**src/design/rtc_ctrl_cfg.svh**
```systemverilog
// constants of the clock control block: addresses, bit positions, times
// assumes a 20 MHz system clock and a 32.768 kHz crystal tick input
`ifndef RTC_CTRL_CFG_SVH
`define RTC_CTRL_CFG_SVH

// system clock period in ns
`define CLK_PERIOD_NS 50
// crystal rate driving the prescaler chain
`define OSC_HZ 32768

// control register addresses on the 4-bit address bus
`define ADDR_ADJ_STAT 4'hD
`define ADDR_OUT_CTRL 4'hE
`define ADDR_CNT_CTRL 4'hF

// adjust/status register bits
`define BIT_ADJ 3
`define BIT_FLAG 2
`define BIT_BUSY 1
`define BIT_HOLD 0
// output control register bits
`define BIT_SEL1 3
`define BIT_SEL0 2
`define BIT_MODE 1
`define BIT_MASK 0
// counting control register bits
`define BIT_TEST 3
`define BIT_FMT24 2
`define BIT_STOP 1
`define BIT_DCLR 0

// reset value of all control bits
`define CTRL_RST 4'h0

// adjust bit hold time, least time, rounded up
`define ADJ_TIME_NS 76300
`define ADJ_CYCLES ((`ADJ_TIME_NS + `CLK_PERIOD_NS - 1) / `CLK_PERIOD_NS)
// constant-period pulse width
`define PULSE_TIME_NS 7812500
`define PULSE_CYCLES (`PULSE_TIME_NS / `CLK_PERIOD_NS)

// prescaler stage end values: osc to 8192 Hz, 8192 Hz to 256 Hz, 256 Hz to 1 Hz
`define PRE_LO_TOP 2'h3
`define PRE_MID_TOP 5'h1F
`define PRE_TOP_TOP 8'hFF
// 256 Hz ticks per 1/64 second, minus one
`define SUB64_LAST 2'h3
// time counter limits
`define SEC_TOP 6'h3B
`define SEC_HALF 6'h1E
`define MIN_TOP 6'h3B
`define HOUR24_TOP 5'h17
`define HOUR12_TOP 5'h0B

`endif

```
**src/design/rtc_pkg.sv**
```systemverilog
// types shared by the clock control block
// assumes nothing beyond a SystemVerilog compiler
package rtc_pkg;
   // one data nibble of the parallel port
   typedef logic [3:0] nibble_t;
   // period selections of the event output
   typedef enum logic [1:0] {
      PER_64HZ = 2'h0,
      PER_SEC = 2'h1,
      PER_MIN = 2'h2,
      PER_HOUR = 2'h3
   } period_e;
endpackage

```
**src/design/mod_cnt.sv**
```systemverilog
// wrapping counter with clear, used for prescaler stages and time counters
// assumes a synchronised active-low reset from the enclosing block
`timescale 1ns/1ps
module mod_cnt #(
   parameter int W = 4
) (
   input wire logic clk_sys,
   input wire logic rst_n,
   input wire logic clr,
   input wire logic inc,
   input wire logic [W-1:0] top_val,
   output logic [W-1:0] count,
   output logic wrap
);
   // count register
   logic [W-1:0] cnt_ff;

   // wrap when stepping past the top value
   assign wrap = inc && !clr && (cnt_ff >= top_val);
   assign count = cnt_ff;

   // clear wins, then wrap to zero, then step
   always_ff @(posedge clk_sys or negedge rst_n) begin
      if (!rst_n) begin
         cnt_ff <= '0;
      end else if (clr || wrap) begin
         cnt_ff <= '0;
      end else if (inc) begin
         cnt_ff <= cnt_ff + W'(1);
      end
   end
endmodule

```
**src/design/rtc_ctrl.sv**
```systemverilog
// control logic of a 4-bit real-time clock: event output, adjust, prescaler
// assumes osc_tick pulses once per crystal period, synchronous to clk_sys
// Summary of operation
// - flag reads high exactly while pin low
// - writing flag low releases pin
// - constant mode: fixed 7.8125ms low pulse per event
// - adjust: 30-59 carries minute, seconds zeroed
// - adjust bit self-clears after 76.3us
// - mask high blocks pin going low
// - interrupt mode: mask releases already-low pin
// - constant mode: mask never cuts pulse short
// - mode bit: high interrupt, low constant
// - two select bits choose event period
// - events coincide with counter carries
// - divider clear holds 256Hz-1s stages
// - high-active chip select low forces divider clear bit low
// - stop freezes chain from 8192Hz on
// - format bit selects 24h or 12h
// - chain runs from 32.768kHz crystal
// - period applies both modes, widths differ
`timescale 1ns/1ps
`include "rtc_ctrl_cfg.svh"
module rtc_ctrl #(
   parameter int PULSE_CYC = `PULSE_CYCLES
) (
   input wire logic clk_sys,
   input wire logic rst_b,
   input wire logic osc_tick,
   input wire logic chip_sel_b,
   input wire logic high_active_chip_select,
   input wire logic rd_b,
   input wire logic wr_b,
   input wire logic [3:0] addr,
   input wire rtc_pkg::nibble_t data_in,
   output rtc_pkg::nibble_t data_out,
   output logic data_oe_b,
   output logic periodic_event_output,
   output logic periodic_event_output_oe_b,
   output logic [5:0] sec_count,
   output logic [5:0] min_count,
   output logic [4:0] hour_count,
   output logic pm_ind
);
   import rtc_pkg::*;

   // reset release synchroniser
   logic rst_meta_ff, rst_n_ff;
   // control bits
   logic hold_ff, adj_ff, mask_ff, mode_ff, stop_ff, fmt24_ff, test_ff, dclr_ff;
   period_e period_ff;
   // adjust hold counter
   logic [10:0] adj_cnt_ff;
   // interrupt latch and pulse width counter
   logic flag_ff;
   logic [17:0] pulse_cnt_ff;
   // registered pin state and its enable copy
   logic pin_low_ff, pin_oe_b_ff, pin_val_ff;
   // parallel port output registers
   nibble_t data_out_ff;
   logic data_oe_b_ff;
   logic wr_b_prev_ff;
   logic pm_ff;
   // bus decode
   logic sel, wr_go, rd_go;
   logic wr_d, wr_e, wr_f, clr_wr, adj_go, adj_carry;
   // prescaler and counter taps
   logic [1:0] pre_lo;
   logic [4:0] pre_mid;
   logic [7:0] pre_top;
   logic lo_wrap, mid_wrap, top_wrap, sec_wrap, min_wrap, hour_wrap;
   logic tick_64, ev, pulse_act;
   logic [5:0] sec_v, min_v;
   logic [4:0] hour_v;
   logic [17:0] nxt_pulse_cnt;
   logic nxt_flag;

   // two-flop release of the asynchronous reset
   always_ff @(posedge clk_sys or negedge rst_b) begin
      if (!rst_b) begin
         rst_meta_ff <= 1'b0;
         rst_n_ff <= 1'b0;
      end else begin
         rst_meta_ff <= 1'b1;
         rst_n_ff <= rst_meta_ff;
      end
   end

   // port decode: both selects active, write taken on wr_b falling
   assign sel = !chip_sel_b && high_active_chip_select;
   assign wr_go = sel && !wr_b && wr_b_prev_ff;
   assign rd_go = sel && !rd_b;
   assign wr_d = wr_go && (addr == `ADDR_ADJ_STAT);
   assign wr_e = wr_go && (addr == `ADDR_OUT_CTRL);
   assign wr_f = wr_go && (addr == `ADDR_CNT_CTRL);
   // flag clear by writing zero to its bit
   assign clr_wr = wr_d && !data_in[`BIT_FLAG];
   // adjust start only when not already running
   assign adj_go = wr_d && data_in[`BIT_ADJ] && !adj_ff;
   assign adj_carry = adj_go && (sec_v >= `SEC_HALF);

   // prescaler: osc to 8192 Hz stage keeps running even when stopped
   mod_cnt #(.W(2)) u_pre_lo (
      .clk_sys(clk_sys), .rst_n(rst_n_ff), .clr(1'b0), .inc(osc_tick),
      .top_val(`PRE_LO_TOP), .count(pre_lo), .wrap(lo_wrap)
   );
   // 8192 Hz to 256 Hz, frozen by stop
   mod_cnt #(.W(5)) u_pre_mid (
      .clk_sys(clk_sys), .rst_n(rst_n_ff), .clr(1'b0), .inc(lo_wrap && !stop_ff),
      .top_val(`PRE_MID_TOP), .count(pre_mid), .wrap(mid_wrap)
   );
   // 256 Hz to 1 Hz, held by divider clear
   mod_cnt #(.W(8)) u_pre_top (
      .clk_sys(clk_sys), .rst_n(rst_n_ff), .clr(dclr_ff), .inc(mid_wrap),
      .top_val(`PRE_TOP_TOP), .count(pre_top), .wrap(top_wrap)
   );
   // seconds, zeroed by adjust
   mod_cnt #(.W(6)) u_sec (
      .clk_sys(clk_sys), .rst_n(rst_n_ff), .clr(adj_go), .inc(top_wrap),
      .top_val(`SEC_TOP), .count(sec_v), .wrap(sec_wrap)
   );
   // minutes, stepped by seconds carry or adjust carry
   mod_cnt #(.W(6)) u_min (
      .clk_sys(clk_sys), .rst_n(rst_n_ff), .clr(1'b0), .inc(sec_wrap || adj_carry),
      .top_val(`MIN_TOP), .count(min_v), .wrap(min_wrap)
   );
   // hours, limit chosen by format bit
   mod_cnt #(.W(5)) u_hour (
      .clk_sys(clk_sys), .rst_n(rst_n_ff), .clr(1'b0), .inc(min_wrap),
      .top_val(fmt24_ff ? `HOUR24_TOP : `HOUR12_TOP),
      .count(hour_v), .wrap(hour_wrap)
   );
   assign sec_count = sec_v;
   assign min_count = min_v;
   assign hour_count = hour_v;
   assign pm_ind = pm_ff;

   // period event taken from the matching counter carry
   assign tick_64 = mid_wrap && !dclr_ff && (pre_top[1:0] == `SUB64_LAST);
   always_comb begin
      case (period_ff)
         PER_64HZ: ev = tick_64;
         PER_SEC: ev = top_wrap;
         PER_MIN: ev = sec_wrap || adj_carry;
         PER_HOUR: ev = min_wrap;
         default: ev = 1'b0;
      endcase
   end

   // am/pm indicator toggles on each 12-hour wrap
   always_ff @(posedge clk_sys or negedge rst_n_ff) begin
      if (!rst_n_ff) begin
         pm_ff <= 1'b0;
      end else if (!fmt24_ff && hour_wrap) begin
         pm_ff <= !pm_ff;
      end
   end

   // write edge detector for wr_b
   always_ff @(posedge clk_sys or negedge rst_n_ff) begin
      if (!rst_n_ff) begin
         wr_b_prev_ff <= 1'b1;
      end else begin
         wr_b_prev_ff <= wr_b;
      end
   end

   // output control register: select, mode, mask
   always_ff @(posedge clk_sys or negedge rst_n_ff) begin
      if (!rst_n_ff) begin
         period_ff <= PER_64HZ;
         mode_ff <= 1'b0;
         mask_ff <= 1'b0;
      end else if (wr_e) begin
         period_ff <= period_e'({data_in[`BIT_SEL1], data_in[`BIT_SEL0]});
         mode_ff <= data_in[`BIT_MODE];
         mask_ff <= data_in[`BIT_MASK];
      end
   end

   // counting control register; high-active chip select low forces divider clear bit low
   always_ff @(posedge clk_sys or negedge rst_n_ff) begin
      if (!rst_n_ff) begin
         test_ff <= 1'b0;
         fmt24_ff <= 1'b0;
         stop_ff <= 1'b0;
         dclr_ff <= 1'b0;
      end else begin
         if (wr_f) begin
            test_ff <= data_in[`BIT_TEST];
            fmt24_ff <= data_in[`BIT_FMT24];
            stop_ff <= data_in[`BIT_STOP];
         end
         if (!high_active_chip_select) begin
            dclr_ff <= 1'b0;
         end else if (wr_f) begin
            dclr_ff <= data_in[`BIT_DCLR];
         end
      end
   end

   // hold bit storage
   always_ff @(posedge clk_sys or negedge rst_n_ff) begin
      if (!rst_n_ff) begin
         hold_ff <= 1'b0;
      end else if (wr_d) begin
         hold_ff <= data_in[`BIT_HOLD];
      end
   end

   // adjust bit: set by write, held for the fixed time, then self-clears
   always_ff @(posedge clk_sys or negedge rst_n_ff) begin
      if (!rst_n_ff) begin
         adj_ff <= 1'b0;
         adj_cnt_ff <= '0;
      end else if (adj_go) begin
         adj_ff <= 1'b1;
         adj_cnt_ff <= 11'(`ADJ_CYCLES);
      end else if (adj_cnt_ff != 11'h000) begin
         adj_cnt_ff <= adj_cnt_ff - 11'h001;
         adj_ff <= (adj_cnt_ff != 11'h001);
      end
   end

   // interrupt latch: event sets, zero write clears, set wins
   always_comb begin
      nxt_flag = 1'b0;
      if (mode_ff) begin
         nxt_flag = (ev && !mask_ff) || (flag_ff && !clr_wr);
      end
   end

   // pulse counter: event loads, zero write ends, else counts down
   always_comb begin
      nxt_pulse_cnt = 18'h00000;
      if (!mode_ff) begin
         if (ev && !mask_ff) begin
            nxt_pulse_cnt = 18'(PULSE_CYC);
         end else if (clr_wr) begin
            nxt_pulse_cnt = 18'h00000;
         end else if (pulse_cnt_ff != 18'h00000) begin
            nxt_pulse_cnt = pulse_cnt_ff - 18'h00001;
         end
      end
   end
   assign pulse_act = (pulse_cnt_ff != 18'h00000);

   // latch and pulse state
   always_ff @(posedge clk_sys or negedge rst_n_ff) begin
      if (!rst_n_ff) begin
         flag_ff <= 1'b0;
         pulse_cnt_ff <= 18'h00000;
      end else begin
         flag_ff <= nxt_flag;
         pulse_cnt_ff <= nxt_pulse_cnt;
      end
   end

   // open-drain pin: low from latch unless masked, or from the pulse
   always_ff @(posedge clk_sys or negedge rst_n_ff) begin
      if (!rst_n_ff) begin
         pin_low_ff <= 1'b0;
         pin_oe_b_ff <= 1'b1;
         pin_val_ff <= 1'b0;
      end else begin
         pin_low_ff <= mode_ff ? (flag_ff && !mask_ff) : pulse_act;
         pin_oe_b_ff <= mode_ff ? !(flag_ff && !mask_ff) : !pulse_act;
         pin_val_ff <= 1'b0;
      end
   end
   assign periodic_event_output = pin_val_ff;
   assign periodic_event_output_oe_b = pin_oe_b_ff;

   // read port: control registers; other addresses read zero
   always_ff @(posedge clk_sys or negedge rst_n_ff) begin
      if (!rst_n_ff) begin
         data_out_ff <= `CTRL_RST;
         data_oe_b_ff <= 1'b1;
      end else begin
         data_oe_b_ff <= !rd_go;
         case (addr)
            `ADDR_ADJ_STAT: data_out_ff <= {adj_ff, pin_low_ff, 1'b0, hold_ff};
            `ADDR_OUT_CTRL: data_out_ff <= {period_ff, mode_ff, mask_ff};
            `ADDR_CNT_CTRL: data_out_ff <= {test_ff, fmt24_ff, stop_ff, dclr_ff};
            default: data_out_ff <= `CTRL_RST;
         endcase
      end
   end
   assign data_out = data_out_ff;
   assign data_oe_b = data_oe_b_ff;
endmodule

```
**config.mk**
```make
export PLATFORM = sky130hd
export DESIGN_NAME = rtc_ctrl
export DESIGN_NICKNAME = d
export VERILOG_FILES = /design/src/design/rtc_pkg.sv /design/src/design/mod_cnt.sv /design/src/design/rtc_ctrl.sv
export VERILOG_INCLUDE_DIRS = /design/src /design/src/design
export SDC_FILE = /design/constraint.sdc
export NUM_CORES = 1
export LEC_CHECK = 0
export BUFFER_PORTS_ARGS = -buffer_cell sky130_fd_sc_hd__buf_4
export CORE_MARGIN = 1
export CORE_UTILIZATION = 60
export DETAILED_ROUTE_END_ITERATION = 10
export PLACE_DENSITY = 0.8
export RECOVER_POWER = 50
export SLEW_MARGIN = 20
export SYNTH_ARGS = -nofsm -noshare
export SYNTH_HDL_FRONTEND = slang
export SYNTH_SLANG_ARGS = --single-unit
```
**constraint.sdc**
```tcl
create_clock -name clk_sys -period 6.5 [get_ports clk_sys]
set_input_delay 1.3 -clock clk_sys [delete_from_list [all_inputs] [get_ports clk_sys]]
set_output_delay 1.3 -clock clk_sys [all_outputs]
set_load 0.01 [all_outputs]
```
; Yosys cells after proc, flatten, opt, wreduce, memory -nomap -nowiden
; Index checks and enable logic that the tools add are counted.
[op_classes]
n_addsub = 8
n_lt_le_gt_ge = 7
n_eq_ne = 9
muxes = 28
reduce_logical = 54
[op_table]
columns = operator, n
row1 = 18-bit 2-to-1 mux, 4
row2 = 1-bit logical AND, 25
row3 = 5-bit 2-to-1 mux, 5
row4 = 6-bit 2-to-1 mux, 4
row5 = 11-bit 2-to-1 mux, 2
row6 = 18-bit nonzero test, 1
row7 = "18-bit by 1-bit subtractor with 18-bit output, second input constant", 1
row8 = 8-bit 2-to-1 mux, 2
row9 = 1-bit logical NOT, 15
row10 = 2-bit nonzero test, 7
row11 = "6-bit by 1-bit adder with 6-bit output, second input constant", 2
row12 = "4-bit equality test, second input constant", 3
row13 = "6-bit greater-or-equal comparator, second input constant", 2
row14 = 4-bit case mux with 3 select lines, 1
row15 = "11-bit by 1-bit inequality test with 1-bit output, second input constant", 1
row16 = 11-bit nonzero test, 1
row17 = "11-bit by 1-bit subtractor with 11-bit output, second input constant", 1
row18 = "5-bit by 1-bit adder with 5-bit output, second input constant", 2
row19 = "8-bit by 1-bit adder with 8-bit output, second input constant", 1
row20 = "8-bit greater-or-equal comparator, second input constant", 1
row21 = 1-bit 2-to-1 mux, 7
row22 = "2-bit equality test, second input constant", 3
row23 = "6-bit by 5-bit greater-or-equal comparator with 1-bit output, second input constant", 1
row24 = 5-bit greater-or-equal comparator, 1
row25 = 9 further kinds, 13
[word_totals]
register_bits = 83
inputBits = 15
wordCells = 132

; Longest topological paths before layout
[logic_depth]
ltp_word = 16
ltp_mapped = 10

; By module
; Synthesis repeated with hierarchy kept, for this count alone.
[unflattened]
hier_cells = 522
hier_area_um2 = 5039.8
[by_module_without_submodules]
columns = mod, instances, cells_per_inst, area_each_um2, seq_area_each_um2
row1 = rtc_ctrl, 1, 243, 2507.4, 1280.0
row2 = mod_cnt (u_min ...), 2, 50, 467.9, 150.1
row3 = mod_cnt (u_hour ...), 2, 42, 391.6, 125.1
row4 = mod_cnt (u_pre_top), 1, 77, 653.1, 200.2
row5 = mod_cnt (u_pre_lo), 1, 18, 160.2, 50.0

; Worst setup path after synthesis
; Ideal clock, no wire load.
[synth_timing]
kind = input to register
from = in addr[0]
to = reg u_hour.cnt_ff[2], in the netlist u_hour.count[2]
setup_time_ns = 0.122
arrival_ns = 2.644
required_ns = 6.378
setup_slack_ns = 3.734
path_stages = 7
path_cell_list = buf_4 > nand4b_1 > o31a_1 > a31oi_2 > buf_4 > nor2_1 > a32o_1
[synth_via]
elab_chain_cells = 11
[synth_rtl]
columns = element, line
row1 = from (decl), rtc_ctrl.sv:33  ; input wire logic [3:0] addr,
row2 = 4-bit equality test *, --
row3 = 1-bit logical AND *, rtc_ctrl.sv:92  ; assign wr_d = wr_go && (addr == `ADDR_ADJ_STAT);
row4 = 1-bit logical AND * (2 in a row), rtc_ctrl.sv:98  ; assign adj_go = wr_d && data_in[`BIT_ADJ] && !adj_ff;
row5 = 1-bit logical NOT, mod_cnt.sv:19  ; assign wrap = inc && !clr && (cnt_ff >= top_val);
row6 = 1-bit logical AND (2 in a row), mod_cnt.sv:19
row7 = 1-bit logical OR *, rtc_ctrl.sv:123  ; .clk_sys(clk_sys), .rst_n(rst_n_ff), .clr(1'b0), .inc(sec_wrap || adj_carry),
row8 = 1-bit logical AND *, mod_cnt.sv:19
row9 = 1-bit logical AND, mod_cnt.sv:19
row10 = 5-bit 2-to-1 mux or 2-bit nonzero test (tied branches), --
row11 = to (signal assigned), mod_cnt.sv:29  ; cnt_ff <= cnt_ff + W'(1);
row12 = to (decl), mod_cnt.sv:16  ; logic [W-1:0] cnt_ff;
; Mark *: on every way between the ends. The rest lies on a longest branch, timed or not.
; A chain may end at the register's enable or synchronous reset.

==> flow_results.org <==
** Logic synthesis
- In the synthesized netlist the dominant register cell turns out to be dfrtp_1.
- The Yosys step of the flow raised 0 warnings.
- Post-Syn Nets :: 463
- The cell area that synthesis handed to floorplanning was 0.00431 mm^2.
- Count of unique library cells instantiated by Yosys :: 60
- After synthesis the netlist holds a flip-flop and latch count of 83.
- The largest total area in the synthesized netlist belongs to dfrtp_1.
- Of all flip-flops after synthesis, the portion carrying an async set or reset was 1.00.
- Of the synthesized area, sequential elements account for 0.483.
- By count the netlist is led by 80 x dfrtp_1, 44 x nor2_1, 39 x nand2_1.
- Share of the synthesized area in the top cell type :: 0.465
- Number of cells produced by synthesis :: 434
- Counting flops with a built-in enable in the synthesized netlist gives 0.
- After synthesis, the cell types taking the most area are dfrtp_1 46%, ha_1 4.1%, nor2_1 3.8%.
- Cell with the most instances after synthesis :: dfrtp_1
- The average instance in the mapped netlist occupies about 10 um^2.

** Finish
- Number of nets in the layout :: 502
- Number of fill cells in the layout :: 546
- In the final layout, the share of cells above drive strength 1 is 0.159.
- The number of antenna diodes in the final layout is 0.
- Compared with the post-synthesis result, the final layout area differs by 12.6%.

** Power and ir drop
- Clock power frac :: 0.288
- Overall power consumption :: 0.00132 W
- Across the VDD grid, the largest voltage drop is 146 uV.
- Flop pwr share :: 0.506
- Power density cells :: 273 mW/mm^2
- Relative contribution of combinational cells to total power :: 0.207
- The internal portion of the total power is ~0.00091 W.
- Switching share of total power :: 0.309
- Static power due to leakage :: approximately 2.2 nW
- The analysis attributes to net switching a power of 0.000409 W.

** Floorplan
- From bottom edge to top edge, the die measures 86.7 um.
- The floorplan step defined a die boundary enclosing 0.00752 mm^2.
- Floorplan core area :: 0.00687 mm^2
- Die width :: 86.7 um
- Number of top-level design ports :: 40
- After floorplanning, the core was divided into 30 placement rows.
- Initial standard-cell utilization of the core :: 0.627

** STA
- At the pin with the least slew margin, the transition time is 2120 ps.
- Slew headroom :: -0.410
- Fin Clk Skew :: between 7 and 8 ps
- Final setup margin :: 3160 ps
- The routed design could run at a clock period as short as 3340 ps.
- Setup tns final :: 0 ps
- Of the available clock period, the critical path in the final layout requires 0.514.
- Setup violations remaining at the end of the flow were counted as 0.
- Hold violation count in the final report :: 0
- Max-slew violation count :: 84
- Timing would allow up to around 0.30 GHz.
- Setup repair after global routing left no endpoint under its margin.

** Detailed routing
- Dividing the detail-routed via count by the number of cells gives 5.86.
- The detail route stage leaves a number of antenna-violating nets equal to 0.
- In the routed design, unresolved DRC markers number 0.
- The detailed router placed 3363 vias in this run.
- Count of TritonRoute iterations in the first routing pass :: 4
- In the final routed layout, each cell accounts on average for 15.4 um.
- Routed wire length :: 8.84 mm
- DR iter-0 viols :: 158

** Setup path
- Setup slack on the worst reg-to-reg path comes out at 3160 ps.
- The number of buffers and inverters on the critical path is 1.
- Depth of the most critical reg-to-reg path :: 1
- Walking the worst path, the cells encountered are clkbuf_1.
- Critical path depth in cells :: 1
- Slowest library cell on the worst path :: clkbuf_1
- Max stage delay on crit path :: 1600 ps
- The critical path is of the flip-flop to asynchronous set/reset pin type.
- STA puts the critical path data arrival time at 3390 ps.
- Broken down by cell family, the worst path's largest delay share belongs to buffers and inverters.
- STA classifies the critical path endpoint as an asynchronous set/reset pin.
- Of all nets on the critical path, the largest fanout is 42.
- Crit path launch type :: flip-flop
- At the worst endpoint, the required time is around 6600 ps.

** Clock network
- Total number of H-tree levels :: 3
- In this run the clock root is driven by a clkbuf_8.
- Number of setup buffers added after CTS :: 0
- Maximum clock path buffer count :: 2
- Post-CTS repair changed the size of 0 cells.
- Clock tree from TritonCTS :: yes
- For this design, the CTS-stage hold fixing added 0 buffers.
- Count of clock tree sinks :: 83
- Clock-pin slew reported for the worst setup and hold paths after clock tree synthesis :: 90 ps
- Clock tree synthesis inserted a total of 9 buffers.
- The later pin in the worst-skew pair is clocked with a latency of 360 ps.

** Run status
- Run status :: complete, but fails checks
- Violations in the final reports :: capacitance limit, slew limit

** GRT
- Pin count of the biggest net entering global routing :: 82
- The total overflow left after global routing is 0.
- The first global-routing pass estimated between 10 and 15 mm of wire.
- Across every metal layer, demand over resource in global routing totals 0.257.
- Via count of the first global-routing pass :: 3216
- Number of antenna violations at the first check in global routing :: 0

** Placement
- The HPWL after detailed placement is 6.22 mm.
- Number of input and output port buffers inserted :: 38
- Routability-driven placement finished with a final weighted congestion of 0.871.
- Pre-CTS setup slack :: 2850 ps

** Hold path
- Cell depth of the worst hold path :: 0
- HP Class :: flip-flop to flip-flop

** Job
- Max-cap violations :: 2
-- flip-flops by register name (all words and copies together), names as in the netlist, 4 cells and up --
register and cells:
data_out 4, u_pre_top.count 8, u_hour.count 5, u_pre_mid.count 5
u_min.count 6, pulse_cnt_ff 18, u_sec.count 6, adj_cnt_ff 11
-- final timing paths --
path | startpoint | endpoint
max in group clk_sys | wr_b | u_hour.count[4]
worst min-delay path | rst_meta_ff | rst_n_ff
min in group asynchronous | rst_n_ff | pulse_cnt_ff[6]
worst min register to register | rst_meta_ff | rst_n_ff
worst max-delay path | rst_n_ff | data_out[1]
worst max register to register | rst_n_ff | data_out[1]
-- cells by family (layout without fill, tap and decap cells) --
family / after synthesis / after routing / share of synthesized area
simple gates: 188 / 188 / 0.229
flops: 83 / 83 / 0.483
compound gates: 82 / 82 / 0.128
xor+xnor: 26 / 26 / 0.0529
buf+inv: 23 / 67 / 0.0235
mux: 16 / 16 / 0.0407
fa+ha+maj: 14 / 14 / 0.0407
other cells: 2 / 2 / 0.00174
-- cells in the final DEF (no fill, tap or decap), drive strengths merged, types with 6 or more instances in the layout --
cell    count
mux2       12
inv        13
a21oi      16
nor2       44
o31ai       6
nand3      23
xor2       13
xnor2      13
or3        12
o21ai      29
nor3       17
and2        6
ha         14
clkbuf     17
nand2      39
buf        34
nand4       8
dfrtp      80
-- power by group through the flow --
stage | logic [W] | registers (W) | clock network (W)
final | 0.000273 | 0.000669 | 0.000380
after global routing | 0.000310 | 0.000680 | 0.000406
after CTS | 0.000271 | 0.000673 | 0.000389
after detailed placement | 0.000269 | 0.000683 | 0
after global placement | 0.000256 | 0.000677 | 0
after floorplan | 0.000217 | 0.000663 | 0
-- routing by layer --
metal  GRT usage  share of wire
met1       0.343           0.48
met2       0.415           0.46
met3      0.0562          0.042
met4      0.0955          0.015
met5           0              0
-- cell type report --
class / instances / area [um^2] / area share
well taps: 96 / 120 / 0.0248
repair buffers: 40 / 282 / 0.0581
inverters: 11 / 41.3 / 0.00852
flip-flops and latches: 83 / 2080 / 0.429
clock buffers: 11 / 141 / 0.0292
clock inverters: 5 / 60.1 / 0.0124
multi-input cells: 328 / 2120 / 0.438
-- per-stage QoR --
step | instances | hold slack [ps] | util | area, um^2
3_5_place_dp | 557 | 338 | 0.679 | 4660
2_1_floorplan | 434 | 331 | - | 4310
4_1_cts | 573 | 370 | 0.708 | 4860
6_report | 574 | 358 | 0.706 | 4850
5_1_grt | 574 | 367 | 0.706 | 4850
3_3_place_gp | 557 | 339 | 0.679 | 4660
(Power assumes the default switching activity.)
